==> src/ssp_regs.vh <==
/*
  Register offsets, field positions and reset values of the serial
  peripheral port. Assumes inclusion by bare name from the same folder.
*/
`ifndef SSP_REGS_VH
`define SSP_REGS_VH

`define SSP_ADDR_DATA      8'h21
`define SSP_ADDR_CTRL      8'h22
`define SSP_ADDR_CSR       8'h23
`define SSP_ADDR_IRQ_STAT  8'h24
`define SSP_ADDR_IRQ_MASK  8'h25

`define SSP_CR_IRQ_EN      7
`define SSP_CR_PORT_EN     6
`define SSP_CR_DIV_EN      5
`define SSP_CR_MASTER      4
`define SSP_CR_CPOL        3
`define SSP_CR_CPHA        2

`define SSP_CSR_DONE       7
`define SSP_CSR_WCOL       6
`define SSP_CSR_OVR        5
`define SSP_CSR_MODE_FAULT_FLAG       4
`define SSP_CSR_OUT_DIS    2
`define SSP_CSR_SOFT_MGMT  1
`define SSP_CSR_INT_LEVEL  0

`define SSP_CR_RESET       8'h00
`define SSP_CSR_RESET      8'h00
`define SSP_BITS_PER_BYTE  4'h8

`endif

==> src/ssp_pin_sync.v <==
/*
  Three-stage synchroniser for one pin level.
  Assumes the pin is asynchronous to ref_clk; output changes once the
  second and third stages agree.
*/
`timescale 1ns/1ps
`default_nettype none
module ssp_pin_sync (
  // Clock and reset
  input  wire ref_clk,
  input  wire rstn,
  // Pin and clean level
  input  wire pin,
  input  wire reset_level,
  output wire level
);
  reg s1;
  reg s2;
  reg s3;
  reg held;

  // Agreement shows at once: a registered level would eat a whole
  // half period of the fastest usable link clock
  assign level = (s2 == s3) ? s3 : held;

  always @(posedge ref_clk) begin
    if (!rstn) begin
      s1   <= reset_level;
      s2   <= reset_level;
      s3   <= reset_level;
      held <= reset_level;
    end else begin
      s1   <= pin;
      s2   <= s1;
      s3   <= s2;
      held <= level;
    end
  end
endmodule // ssp_pin_sync
`default_nettype wire

==> src/ssp_port.v <==
/*
  Byte-wide synchronous serial port, master or slave, with data,
  control and control/status registers plus an interrupt status/mask pair.
  Assumes a single-cycle register port on ref_clk and an external
  serial partner whose pins are asynchronous to ref_clk.
*/
// Decided for this implementation: strobed register access.
`timescale 1ns/1ps
`default_nettype none
`include "ssp_regs.vh"

// How it works
// RULE1: Slave select low while master sets the mode fault flag.
// RULE2: Mode fault raises the interrupt only when interrupt enable is set.
// RULE3: Mode fault clears by control access while set, then control write.
// RULE4: Software writes zero to status bit 3; it always reads zero.
// RULE5: Output disable releases MOSI or MISO; else driven when port enabled.
// RULE6: Soft management ignores the select pin, uses the internal level bit.
// RULE7: Internal level bit zero selects the slave, one deselects it.
// RULE8: In master mode each data write starts a one-byte duplex transfer.
// RULE9: On the last serial clock, set done and copy shift register to buffer.
// RULE10: While done is set, data writes are ignored until status is read.
// RULE11: Data writes load the shift register directly, no transmit buffer.
// RULE12: Data reads return the receive buffer, not the shift register.
// RULE13: Master mode fault clears port enable and master select.
// RULE14: Done sets per transfer; clears by status access then data access.
// RULE15: With interrupt enable, request interrupt on done, fault or overrun.
module ssp_port (
  // Clock and reset
  input  wire       ref_clk,
  input  wire       rstn,
  // Register port
  input  wire [7:0] addr,
  input  wire [7:0] wdata,
  input  wire       wr,
  input  wire       rd,
  output reg  [7:0] rdata,
  // Interrupt
  output wire       irq,
  // Serial pins
  input  wire       sck_in,
  output wire       sck_out,
  output wire       sck_oe,
  input  wire       mosi_in,
  output wire       mosi_out,
  output wire       mosi_oe,
  input  wire       miso_in,
  output wire       miso_out,
  output wire       miso_oe,
  input  wire       ss_n_in
);
  reg  [7:0] ctrl;
  reg        done_flag;
  reg        wcol_flag;
  reg        ovr_flag;
  reg        mode_fault_flag_flag;
  reg  [2:0] csr_cfg;
  reg  [7:0] shifter;
  reg  [7:0] rx_buf;
  reg  [2:0] irq_stat;
  reg  [2:0] irq_mask;
  reg        csr_seen;
  reg        mode_fault_flag_seen;
  reg        busy;
  reg  [3:0] bit_cnt;
  reg        sck_lvl;
  reg        sample_bit;
  reg  [6:0] div_cnt;
  reg        sck_prev;
  reg        tail;
  reg        primed;
  wire       sck_s;
  wire       mosi_s;
  wire       miso_s;
  wire       ss_pin_s;

  ssp_pin_sync u_sck (.ref_clk(ref_clk), .rstn(rstn), .pin(sck_in),
                      .reset_level(1'b0), .level(sck_s));
  ssp_pin_sync u_mosi (.ref_clk(ref_clk), .rstn(rstn), .pin(mosi_in),
                       .reset_level(1'b0), .level(mosi_s));
  ssp_pin_sync u_miso (.ref_clk(ref_clk), .rstn(rstn), .pin(miso_in),
                       .reset_level(1'b0), .level(miso_s));
  ssp_pin_sync u_ss (.ref_clk(ref_clk), .rstn(rstn), .pin(ss_n_in),
                     .reset_level(1'b1), .level(ss_pin_s));

  wire port_en   = ctrl[`SSP_CR_PORT_EN];
  wire master    = ctrl[`SSP_CR_MASTER];
  wire cpol      = ctrl[`SSP_CR_CPOL];
  wire cpha      = ctrl[`SSP_CR_CPHA];
  wire out_dis   = csr_cfg[`SSP_CSR_OUT_DIS];
  wire soft_mgmt = csr_cfg[`SSP_CSR_SOFT_MGMT];
  // Select pin resets to deselected, so no fault follows reset
  wire ss_level  = soft_mgmt ? csr_cfg[`SSP_CSR_INT_LEVEL] : ss_pin_s;  // RULE6 RULE7
  wire selected  = ~ss_level;  // RULE7

  wire wr_data = wr && addr == `SSP_ADDR_DATA;
  wire rd_data = rd && addr == `SSP_ADDR_DATA;
  wire wr_ctrl = wr && addr == `SSP_ADDR_CTRL;
  wire acc_ctrl = (wr || rd) && addr == `SSP_ADDR_CTRL;
  wire wr_csr  = wr && addr == `SSP_ADDR_CSR;
  wire rd_csr  = rd && addr == `SSP_ADDR_CSR;
  wire acc_csr = (wr || rd) && addr == `SSP_ADDR_CSR;

  wire fault   = port_en && master && selected && rstn;  // RULE1
  wire data_ok = wr_data && !(done_flag && !csr_seen);  // RULE10
  wire start   = data_ok && master && port_en && !busy;  // RULE8

  // Baud divider: rate code from enable bit and two low control bits
  function [6:0] half_period;
    input [2:0] code;
    begin
      case (code)
        3'h4:    half_period = 7'h01;
        3'h0:    half_period = 7'h03;
        3'h1:    half_period = 7'h07;
        3'h6:    half_period = 7'h0f;
        3'h2:    half_period = 7'h1f;
        3'h3:    half_period = 7'h3f;
        default: half_period = 7'h03;
      endcase
    end
  endfunction

  // Tail half period brings the clock back to idle after the last capture
  wire tick = master && (busy || tail) && div_cnt == 7'h00;

  // Slave edges from the synchronised clock pin
  wire sck_rise = sck_s && !sck_prev;
  wire sck_fall = !sck_s && sck_prev;
  wire lead_edge  = (cpol ? sck_fall : sck_rise);
  wire trail_edge = (cpol ? sck_rise : sck_fall);
  wire s_sample = !master && port_en && selected && (cpha ? trail_edge : lead_edge);
  wire s_shift  = !master && port_en && selected && (cpha ? lead_edge : trail_edge);

  // Master: toggle sck_lvl each tick; sample on capture, shift on other
  wire m_capture = tick && (sck_lvl == cpha);
  wire m_shift   = tick && (sck_lvl != cpha);
  wire in_bit    = master ? miso_s : mosi_s;
  wire last_bit  = bit_cnt == `SSP_BITS_PER_BYTE - 4'h1;
  wire finish    = (master ? m_capture : s_sample) && last_bit && busy;

  always @(posedge ref_clk) begin
    if (!rstn) begin
      ctrl <= `SSP_CR_RESET;
      csr_cfg <= 3'h0;
      done_flag <= 1'b0;
      wcol_flag <= 1'b0;
      ovr_flag <= 1'b0;
      mode_fault_flag_flag <= 1'b0;
      csr_seen <= 1'b0;
      mode_fault_flag_seen <= 1'b0;
      shifter <= 8'h00;
      rx_buf <= 8'h00;
      busy <= 1'b0;
      bit_cnt <= 4'h0;
      sck_lvl <= 1'b0;
      sample_bit <= 1'b0;
      div_cnt <= 7'h00;
      sck_prev <= 1'b0;
      tail <= 1'b0;
      primed <= 1'b0;
      irq_stat <= 3'h0;
      irq_mask <= 3'h0;
    end else begin
      sck_prev <= sck_s;
      if (wr_ctrl)
        ctrl <= wdata;
      if (fault) begin
        ctrl[`SSP_CR_PORT_EN] <= 1'b0;  // RULE13
        ctrl[`SSP_CR_MASTER]  <= 1'b0;  // RULE13
        busy <= 1'b0;
        tail <= 1'b0;
      end
      if (wr_csr)
        csr_cfg <= wdata[2:0];  // RULE4
      // Mode fault: set wins over the clearing write
      if (acc_ctrl && mode_fault_flag_flag)
        mode_fault_flag_seen <= 1'b1;
      if (fault)
        mode_fault_flag_flag <= 1'b1;  // RULE1
      else if (wr_ctrl && mode_fault_flag_seen) begin
        mode_fault_flag_flag <= 1'b0;  // RULE3
        mode_fault_flag_seen <= 1'b0;
      end
      // Done and write collision, two-step clears; overrun clears on status read
      if (acc_csr && done_flag)
        csr_seen <= 1'b1;
      if (rd_csr)
        ovr_flag <= 1'b0;
      if ((rd_data || wr_data) && csr_seen && !finish) begin
        done_flag <= 1'b0;  // RULE14
        wcol_flag <= 1'b0;
        csr_seen <= 1'b0;
      end
      if (wr_data && busy)
        wcol_flag <= 1'b1;
      if (data_ok && !busy) begin
        shifter <= wdata;  // RULE11
        bit_cnt <= 4'h0;
        busy <= master ? port_en : 1'b0;
      end
      if (start) begin
        div_cnt <= half_period({ctrl[`SSP_CR_DIV_EN], ctrl[1:0]});
        sck_lvl <= 1'b0;
        tail <= 1'b0;
        primed <= 1'b0;
      end else if (tick) begin
        div_cnt <= half_period({ctrl[`SSP_CR_DIV_EN], ctrl[1:0]});
        sck_lvl <= ~sck_lvl;
      end else if (div_cnt != 7'h00)
        div_cnt <= div_cnt - 7'h01;
      if (tick && !busy)
        tail <= 1'b0;
      if (!master && port_en && selected && !busy && (s_sample || s_shift))
        busy <= 1'b1;
      if (!master && !selected) begin
        bit_cnt <= 4'h0;
        primed <= 1'b0;
      end
      // No shift before a first capture, else phase 1 drops the top bit
      if (m_capture || s_sample) begin
        sample_bit <= in_bit;
        primed <= 1'b1;
      end
      if ((m_shift || s_shift) && (busy || !master) && primed) begin
        shifter <= {shifter[6:0], sample_bit};
        bit_cnt <= bit_cnt + 4'h1;
      end
      if (finish) begin
        busy <= 1'b0;
        bit_cnt <= 4'h0;
        // Shifter held so the data pin stays put on the last clock edge
        tail <= master && !cpha;
        primed <= 1'b0;
        if (done_flag)
          ovr_flag <= 1'b1;
        else begin
          done_flag <= 1'b1;  // RULE9 RULE14
          rx_buf <= {shifter[6:0], in_bit};  // RULE9
        end
      end
      // Sticky interrupt status: done, fault, overrun; write one clears
      irq_stat <= (irq_stat & ~(wr && addr == `SSP_ADDR_IRQ_STAT ? wdata[2:0] : 3'h0))
                  | {finish & done_flag, fault, finish & ~done_flag};
      if (wr && addr == `SSP_ADDR_IRQ_MASK)
        irq_mask <= wdata[2:0];
    end
  end

  // Flag-level request gated by enable, plus sticky masked events
  wire flag_req = ctrl[`SSP_CR_IRQ_EN] && (done_flag || mode_fault_flag_flag || ovr_flag);  // RULE2 RULE15
  assign irq = flag_req || (ctrl[`SSP_CR_IRQ_EN] && |(irq_stat & irq_mask));

  always @(posedge ref_clk) begin
    if (!rstn)
      rdata <= 8'h00;
    else if (rd) begin
      case (addr)
        `SSP_ADDR_DATA:     rdata <= rx_buf;  // RULE12
        `SSP_ADDR_CTRL:     rdata <= ctrl;
        `SSP_ADDR_CSR:      rdata <= {done_flag, wcol_flag, ovr_flag, mode_fault_flag_flag,
                                      1'b0, csr_cfg};
        `SSP_ADDR_IRQ_STAT: rdata <= {5'h00, irq_stat};
        `SSP_ADDR_IRQ_MASK: rdata <= {5'h00, irq_mask};
        default:            rdata <= 8'h00;
      endcase
    end else
      rdata <= 8'h00;
  end

  // Pin drive
  wire data_out = shifter[7];
  assign sck_out  = master ? (sck_lvl ^ cpol) : 1'b0;
  assign sck_oe   = port_en && master;
  assign mosi_out = data_out;
  assign mosi_oe  = port_en && master && !out_dis;  // RULE5
  assign miso_out = data_out;
  assign miso_oe  = port_en && !master && selected && !out_dis;  // RULE5
endmodule // ssp_port
`default_nettype wire

==> config.mk <==
export PLATFORM = sky130hd
export DESIGN_NAME = ssp_port
export DESIGN_NICKNAME = d
export VERILOG_FILES = /design/src/ssp_pin_sync.v /design/src/ssp_port.v
export VERILOG_INCLUDE_DIRS = /design/src
export SDC_FILE = /design/constraint.sdc
export NUM_CORES = 1
export LEC_CHECK = 0
export BUFFER_PORTS_ARGS = -buffer_cell sky130_fd_sc_hd__buf_4
export CAP_MARGIN = 15
export CORE_ASPECT_RATIO = 0.75
export CORE_MARGIN = 2
export CORE_UTILIZATION = 35
export DETAILED_ROUTE_END_ITERATION = 10
export PLACE_DENSITY = 0.53
export SLEW_MARGIN = 40
export SYNTH_ARGS = -nofsm -noshare
export SYNTH_HDL_FRONTEND = slang
export SYNTH_SLANG_ARGS = --single-unit
==> constraint.sdc <==
create_clock -name ref_clk -period 7.1 [get_ports ref_clk]
set_input_delay 1.775 -clock ref_clk [delete_from_list [all_inputs] [get_ports ref_clk]]
set_output_delay 1.775 -clock ref_clk [all_outputs]
set_load 0.1 [all_outputs]
==> flow_metrics.py, run 1 <==
metrics = {
    "outcome": {
        "status": "complete, no violations",
    },
    "sta": {
        "worst_slew_pin_slew_ns": 0.716,
        "relSlewSlack_pct": 52.3,
        "fin_skew_ns": 0.00592,
        "maxSlewViolCount": 0,
        "rsz0062_at_grt": "false",
        "timing.final.crit_share_pct": 54.7,
        "setup_viol": 0,
        "tns_ns": 0,
        "period_needed_ns": 3.89,
        "hold_viol": 0,
        "clock.fmax_ghz": 0.257,
    },
    "setup_path": {
        "cp.required_ns": 5.33,
        "path_depth": 4,
        "critPathTopFamily": "compound AO/OA/AOI/OAI gates",
        "crit_slowest_cell": "a2111oi_4",
        "path_max_fanout": 6,
        "crit_path_end": "miso_oe",
        "cpPeakStageDelay_ns": 0.53,
        "crit_chain": "maj3_1 -> a2111oi_4 -> nor2b_1 -> buf_4",
        "critPathLaunchType": "flip-flop",
        "r2r_cells": 6,
        "critPathKind": "flip-flop to output port",
        "r2r_end": "bit_cnt[3]$_SDFFE_PP0P_",
        "crit_start": "u_ss.held$_SDFF_PN1_",
        "cp.arrival_ns": 2.11,
        "path_buf_inv": 1,
        "reg2reg_slack_ns": 4.68,
        "reg2reg_from": "u_ss.held$_SDFF_PN1_",
        "cp-end-kind": "output port",
    },
    "floorplanning": {
        "coreArea_sq_um": 10300,
        "dieHeight_um": 93.0,
        "die_w_um": 123,
        "rows": 32,
        "dieArea_sq_um": 11400,
        "ios": 39,
        "start_util_pct": 35.9,
    },
    "power_and_ir_drop": {
        "powerDensity_nw_per_um2": 266,
        "power_mw": 1.17,
        "ir_drop_uv": 108,
        "p_leak_nw": 1.71,
    },
    "clocking": {
        "cts_made_buffers": 9,
        "cts_hold_buf": 0,
        "cts_tree": "yes",
        "cts_root_buf": "clkbuf_16",
        "cts_max_level": 3,
        "clockBufferDepth": 2,
        "path_clk_slew_ns": 0.05,
        "cts_resized": 0,
        "post_cts_buffers": 0,
        "cts_sinks": 79,
        "clock_latency_ns": 0.34,
    },
    "synth": {
        "synth_fp_nets": 427,
        "syn_area_sq_um": 3690,
        "postSynthCellCount": 400,
        "synth.avg_cell_area_sq_um": 9.23,
        "synth_edf_count": 0,
        "synthSimpleGateAreaFrac_pct": 21.4,
        "ys_types": 60,
        "ys_seq_area_share_pct": 42.8,
        "synth_xor_area_share_pct": 1.90,
        "yosys_warnings": 0,
        "synthAdderAreaFrac_pct": 1.83,
        "synth_compound_area_share_pct": 17.7,
        "ys_ff_latch": 79,
        "ys_async_sr_fraction_pct": 0,
        "synth_flop_cell": "dfxtp_1",
        "synth_top_family_by_area": "simple AND/OR/NAND/NOR gates",
        "synth.area.mux_share_pct": 10.4,
    },
    "routing": {
        "drc_errors": 0,
        "wire_per_inst_um": 16.4,
        "drt_iter0_drc": 252,
        "wl_mm": 9.32,
        "drtAntennaViolNets": 0,
        "firstDrtPassIters": 5,
        "vias_per_cell": 5.28,
        "dr_total_vias": 2993,
    },
    "global_route": {
        "grt_max_degree": 77,
        "grt_overflow_total": 0,
        "antenna_found_initial": 0,
        "grtUsageTotal_pct": 17.5,
        "grt_pass1_wl_mm": 14.8,
        "grt_pass1_vias": 2784,
    },
    "run": {
        "drv_cap": 0,
    },
    "placed_design": {
        "dpl.hpwl_mm": 6.55,
        "gp_congestion": 0.782,
        "io_buffers": 38,
        "placed_cells": 552,
    },
    "final_layout": {
        "fin_nets": 454,
        "final_layout_size_suffix_gt1_share_pct": 15.3,
        "synthToLayoutAreaGrowth_pct": 18.7,
        "final_cells": 567,
        "n_antenna_cell": 0,
    },
    "min_path": {
        "hold_class": "flip-flop to flip-flop",
    },
}
[flip-flops by register name, summed over array words and instances (netlist names), 3 cells and up]
name      cells
irq_mask      3
div_cnt       7
ctrl          8
csr_cfg       3
bit_cnt       4
irq_stat      3
rx_buf        8
shifter       8
rdata         8
[per-stage QoR]
| step | cell area [sq um] | setup WS [ns] | hold slack (ns) | utilization (%) |
|---|---|---|---|---|
| 6_report | 4380 | 3.21 | 0.412 | 42.6 |
| 4_1_cts | 4380 | 3.19 | 0.418 | 42.6 |
| 3_5_place_dp | 4050 | 3.08 | 0.403 | 39.4 |
| 5_1_grt | 4380 | 3.12 | 0.443 | 42.6 |
| 3_3_place_gp | 4050 | 3.11 | 0.402 | 39.4 |
| 2_1_floorplan | 3690 | 2.69 | 0.386 | - |
[how the worst min path moves through the flow]
stage	cells past startpoint	from	slack (ns)	end
floorplan	1	u_ss.s1$_SDFF_PN1_	0.39	u_ss.s2$_SDFF_PN1_
global placement	1	u_ss.s1$_SDFF_PN1_	0.40	u_ss.s2$_SDFF_PN1_
detailed placement	1	u_ss.s1$_SDFF_PN1_	0.40	u_ss.s2$_SDFF_PN1_
CTS	1	u_ss.s1$_SDFF_PN1_	0.42	u_ss.s2$_SDFF_PN1_
global route	1	u_ss.s1$_SDFF_PN1_	0.44	u_ss.s2$_SDFF_PN1_
finish	1	u_ss.s1$_SDFF_PN1_	0.41	u_ss.s2$_SDFF_PN1_
[layout make-up]
type                       count  area, sq um
clock buffer                  12          267
clock inverter                 3         65.1
fill                        1025         5910
inverter                       8         30.0
multi-input combinational    289         1970
sequential                    79         1580
tap                          136          170
timing repair buffer          40          300
[per-layer routing]
layer	vias to the layer above	routed length (um)	global-route usage (%)
met2	79	3660	24.1
met3	8	522	4.68
li1	1491	-	-
met4	0	108	5.75
met5	-	0	0
met1	1415	5030	25.8
[kinds of logic after synthesis]
kind of cell             count (synthesis)
buffers and inverters                   32
AND/OR/NAND/NOR                        149
XOR/XNOR                                 8
adder cells (fa/ha/maj)                  6
flip-flops                              79
multiplexers                            38
AO/OA/AOI/OAI                           88
[report_power, final]
group          internal [mW]  switching [mW]  total, mW
registers              0.466          0.0198      0.486
clock network          0.334           0.177      0.511
logic                 0.0761          0.0926      0.169
[Yosys cell counts (all sizes together), types with 3 or more instances]
library cell / count / area share (%)
mux2: 4 / 1.2
ha: 3 / 1.0
clkbuf: 17 / 1.7
a22oi: 5 / 1.0
xor2: 4 / 0.95
nor3: 4 / 0.54
and2: 15 / 2.5
o21a: 5 / 1.0
nand2b: 6 / 1.0
xnor2: 4 / 0.95
maj3: 3 / 0.81
nand2: 49 / 5.0
nand3b: 3 / 0.61
a31oi: 5 / 0.85
nor2b: 15 / 2.5
or4: 4 / 1.0
buf: 7 / 1.3
o211ai: 5 / 1.0
nor2: 21 / 2.1
mux2i: 34 / 9.2
dfxtp: 79 / 43
nand3: 12 / 1.6
nand4b: 3 / 0.71
o21ai: 18 / 2.4
a221oi: 3 / 0.71
inv: 8 / 0.81
a21boi: 14 / 2.8
o311a: 8 / 2.2
a21oi: 11 / 1.5
[cells in the final DEF, fill, tap and decap left out, types with 3 or more instances in the layout]
master / instances
a21boi_0: 11
a21boi_1: 3
a21oi_1: 11
a221oi_1: 3
a22oi_1: 5
a31oi_1: 5
and2_1: 15
buf_4: 40
clkbuf_16: 9
clkbuf_8: 3
dfxtp_1: 79
ha_1: 3
inv_1: 8
maj3_1: 3
mux2_2: 4
mux2i_1: 34
nand2_1: 49
nand2b_1: 6
nand3_1: 12
nand3b_1: 3
nand4b_1: 3
nor2_1: 21
nor2b_1: 15
nor3_1: 4
o211ai_1: 5
o21a_1: 5
o21ai_0: 9
o21ai_1: 9
o311a_1: 8
xnor2_1: 4
xor2_1: 4
(Power assumes the default switching activity.)
==> run 2: changes to the inputs <==
- PLACE_DENSITY: 0.53 -> 0.55
- clock period: 7.1 -> 3.34 ns (I/O delays scaled with it)
==> run 2 against run 1 <==
Effect of this change: global-route usage up 0.41 points; clock skew grew 0.00070 ns; hold slack better by 0.0091 ns; register-to-register slack worse by 3.9 ns; critical path type unchanged.
==> flow_metrics.py, run 2 (synthesized netlist as in run 1, its figures left out) <==
metrics = {
    "outcome": {
        "status": "complete, no violations",
    },
    "sta": {
        "fin_skew_ns": 0.00662,
        "timing.final.crit_share_pct": 89.8,
        "setup_ws_ns": 0.339,
        "clock.fmax_ghz": 0.333,
        "rsz0062_at_grt": "false",
        "period_needed_ns": 3.00,
        "worst_slew_pin_slew_ns": 0.680,
        "tns_ns": 0,
        "relSlewSlack_pct": 54.2,
        "hold_viol": 0,
        "maxSlewViolCount": 0,
        "hold-worst-slack_ns": 0.421,
        "setup_viol": 0,
    },
    "final_layout": {
        "fin_nets": 458,
        "most-common-layout-cells": "dfxtp_1 (79), nand2_1 (49), buf_4 (43)",
        "final_layout_size_suffix_gt1_share_pct": 16.5,
        "synthToLayoutAreaGrowth_pct": 19.5,
        "nFillCells": 999,
        "n_antenna_cell": 0,
        "stdcell_area_sq_um": 4410,
        "layout_commonest_cell": "dfxtp_1",
    },
    "power_and_ir_drop": {
        "seqPwrFrac_pct": 41.7,
        "p_comb_share_pct": 14.7,
        "p_switching_mw": 0.626,
        "powerDensity_nw_per_um2": 560,
        "ir_drop_uv": 262,
        "swShare_pct": 25.3,
        "power_mw": 2.47,
        "p_int_mw": 1.85,
        "pwr-share-clk_pct": 43.6,
        "p_leak_nw": 1.72,
    },
    "min_path": {
        "min_path_cells": 1,
        "hold_class": "flip-flop to flip-flop",
        "min_to": "u_ss.s2$_SDFF_PN1_",
        "hold_start": "u_ss.s1$_SDFF_PN1_",
    },
    "setup_path": {
        "r2r_end": "bit_cnt[0]$_SDFFE_PP0P_",
        "cp.required_ns": 2.50,
        "reg2reg_slack_ns": 0.76,
        "path_max_fanout": 6,
        "r2r_cells": 7,
        "cp.arrival_ns": 2.17,
        "cp-end-kind": "output port",
        "critPathKind": "flip-flop to output port",
        "critPathLaunchType": "flip-flop",
        "reg2reg_from": "u_ss.held$_SDFF_PN1_",
    },
    "routing": {
        "vias_per_cell": 5.23,
        "firstDrtPassIters": 4,
        "wire_per_inst_um": 16.6,
        "dr_total_vias": 2992,
        "wl_mm": 9.48,
        "drc_errors": 0,
        "drt_iter0_drc": 188,
        "drtAntennaViolNets": 0,
    },
    "global_route": {
        "grtUsageTotal_pct": 17.9,
        "grt_pass1_vias": 2860,
        "antenna_found_initial": 0,
        "grt_pass1_wl_mm": 15.5,
        "grt_max_degree": 42,
        "grt_overflow_total": 0,
    },
    "placed_design": {
        "placed_cell_area_sq_um": 4080,
        "gp_congestion": 0.817,
        "place_ws_ns": 0.268,
        "io_buffers": 38,
        "dpl.hpwl_mm": 6.79,
    },
    "clocking": {
        "cts_sinks": 79,
        "cts_max_level": 3,
        "post_cts_buffers": 0,
        "cts_hold_buf": 0,
        "clockBufferDepth": 2,
        "path_clk_slew_ns": 0.06,
        "cts_resized": 0,
        "cts_tree": "yes",
        "cts_made_buffers": 9,
        "cts_root_buf": "clkbuf_16",
        "clock_latency_ns": 0.34,
    },
    "floorplanning": {
        "dieArea_sq_um": 11400,
        "start_util_pct": 35.9,
        "die_w_um": 123,
        "coreArea_sq_um": 10300,
        "ios": 39,
        "rows": 32,
        "dieHeight_um": 93.0,
    },
    "run": {
        "drv_cap": 0,
    },
}
-- run 2: metal layers --
metal	routed length, um	track usage, %	vias to the layer above
li1	-	-	1495
met1	4950	26.7	1419
met2	3810	24.7	72
met3	642	6.22	6
met4	72	2.87	0
met5	0	0	-
-- run 2: metrics by stage --
stage / util, % / instances
finish: 42.9 / 572
global route: 42.9 / 572
CTS: 42.9 / 572
detailed placement: 39.7 / 556
global placement: 39.6 / 555
floorplan: - / 400
-- run 2: final cells by class --
class | count | area [sq um] | share of cell area (%)
sequential | 79 | 1580 | 35.8
multi-input combinational | 289 | 1970 | 44.7
clock buffer | 11 | 253 | 5.73
inverter | 8 | 30.0 | 0.680
clock inverter | 5 | 80.1 | 1.81
timing repair buffer | 44 | 328 | 7.43
tap | 136 | 170 | 3.86
-- run 2: worst max-delay path by stage --
| stage | from | to | slack (ns) | cells past startpoint |
|---|---|---|---|---|
| floorplan | u_ss.held$_SDFF_PN1_ | miso_oe | 0.44 | 3 |
| global placement | addr[4] | primed$_SDFFE_PP0P_ | 0.30 | 6 |
| detailed placement | addr[4] | primed$_SDFFE_PP0P_ | 0.27 | 6 |
| CTS | u_ss.held$_SDFF_PN1_ | miso_oe | 0.30 | 4 |
| global route | u_ss.s3$_SDFF_PN1_ | miso_oe | 0.22 | 4 |
| finish | u_ss.held$_SDFF_PN1_ | miso_oe | 0.34 | 4 |
-- run 2: worst max-delay path, cell delays in order, from the launching register on --
cell and delay (ns):
dfxtp_1 0.30, maj3_1 0.46, a2111oi_4 0.55, nor2b_2 0.22, buf_4 0.29
-- run 2: power groups by stage --
stage,registers (mW),logic (mW),clock network (mW)
floorplan,1.04,0.282,0
global placement,1.05,0.353,0
detailed placement,1.05,0.359,0
CTS,1.03,0.363,1.10
global route,1.04,0.412,1.14
finish,1.03,0.363,1.08
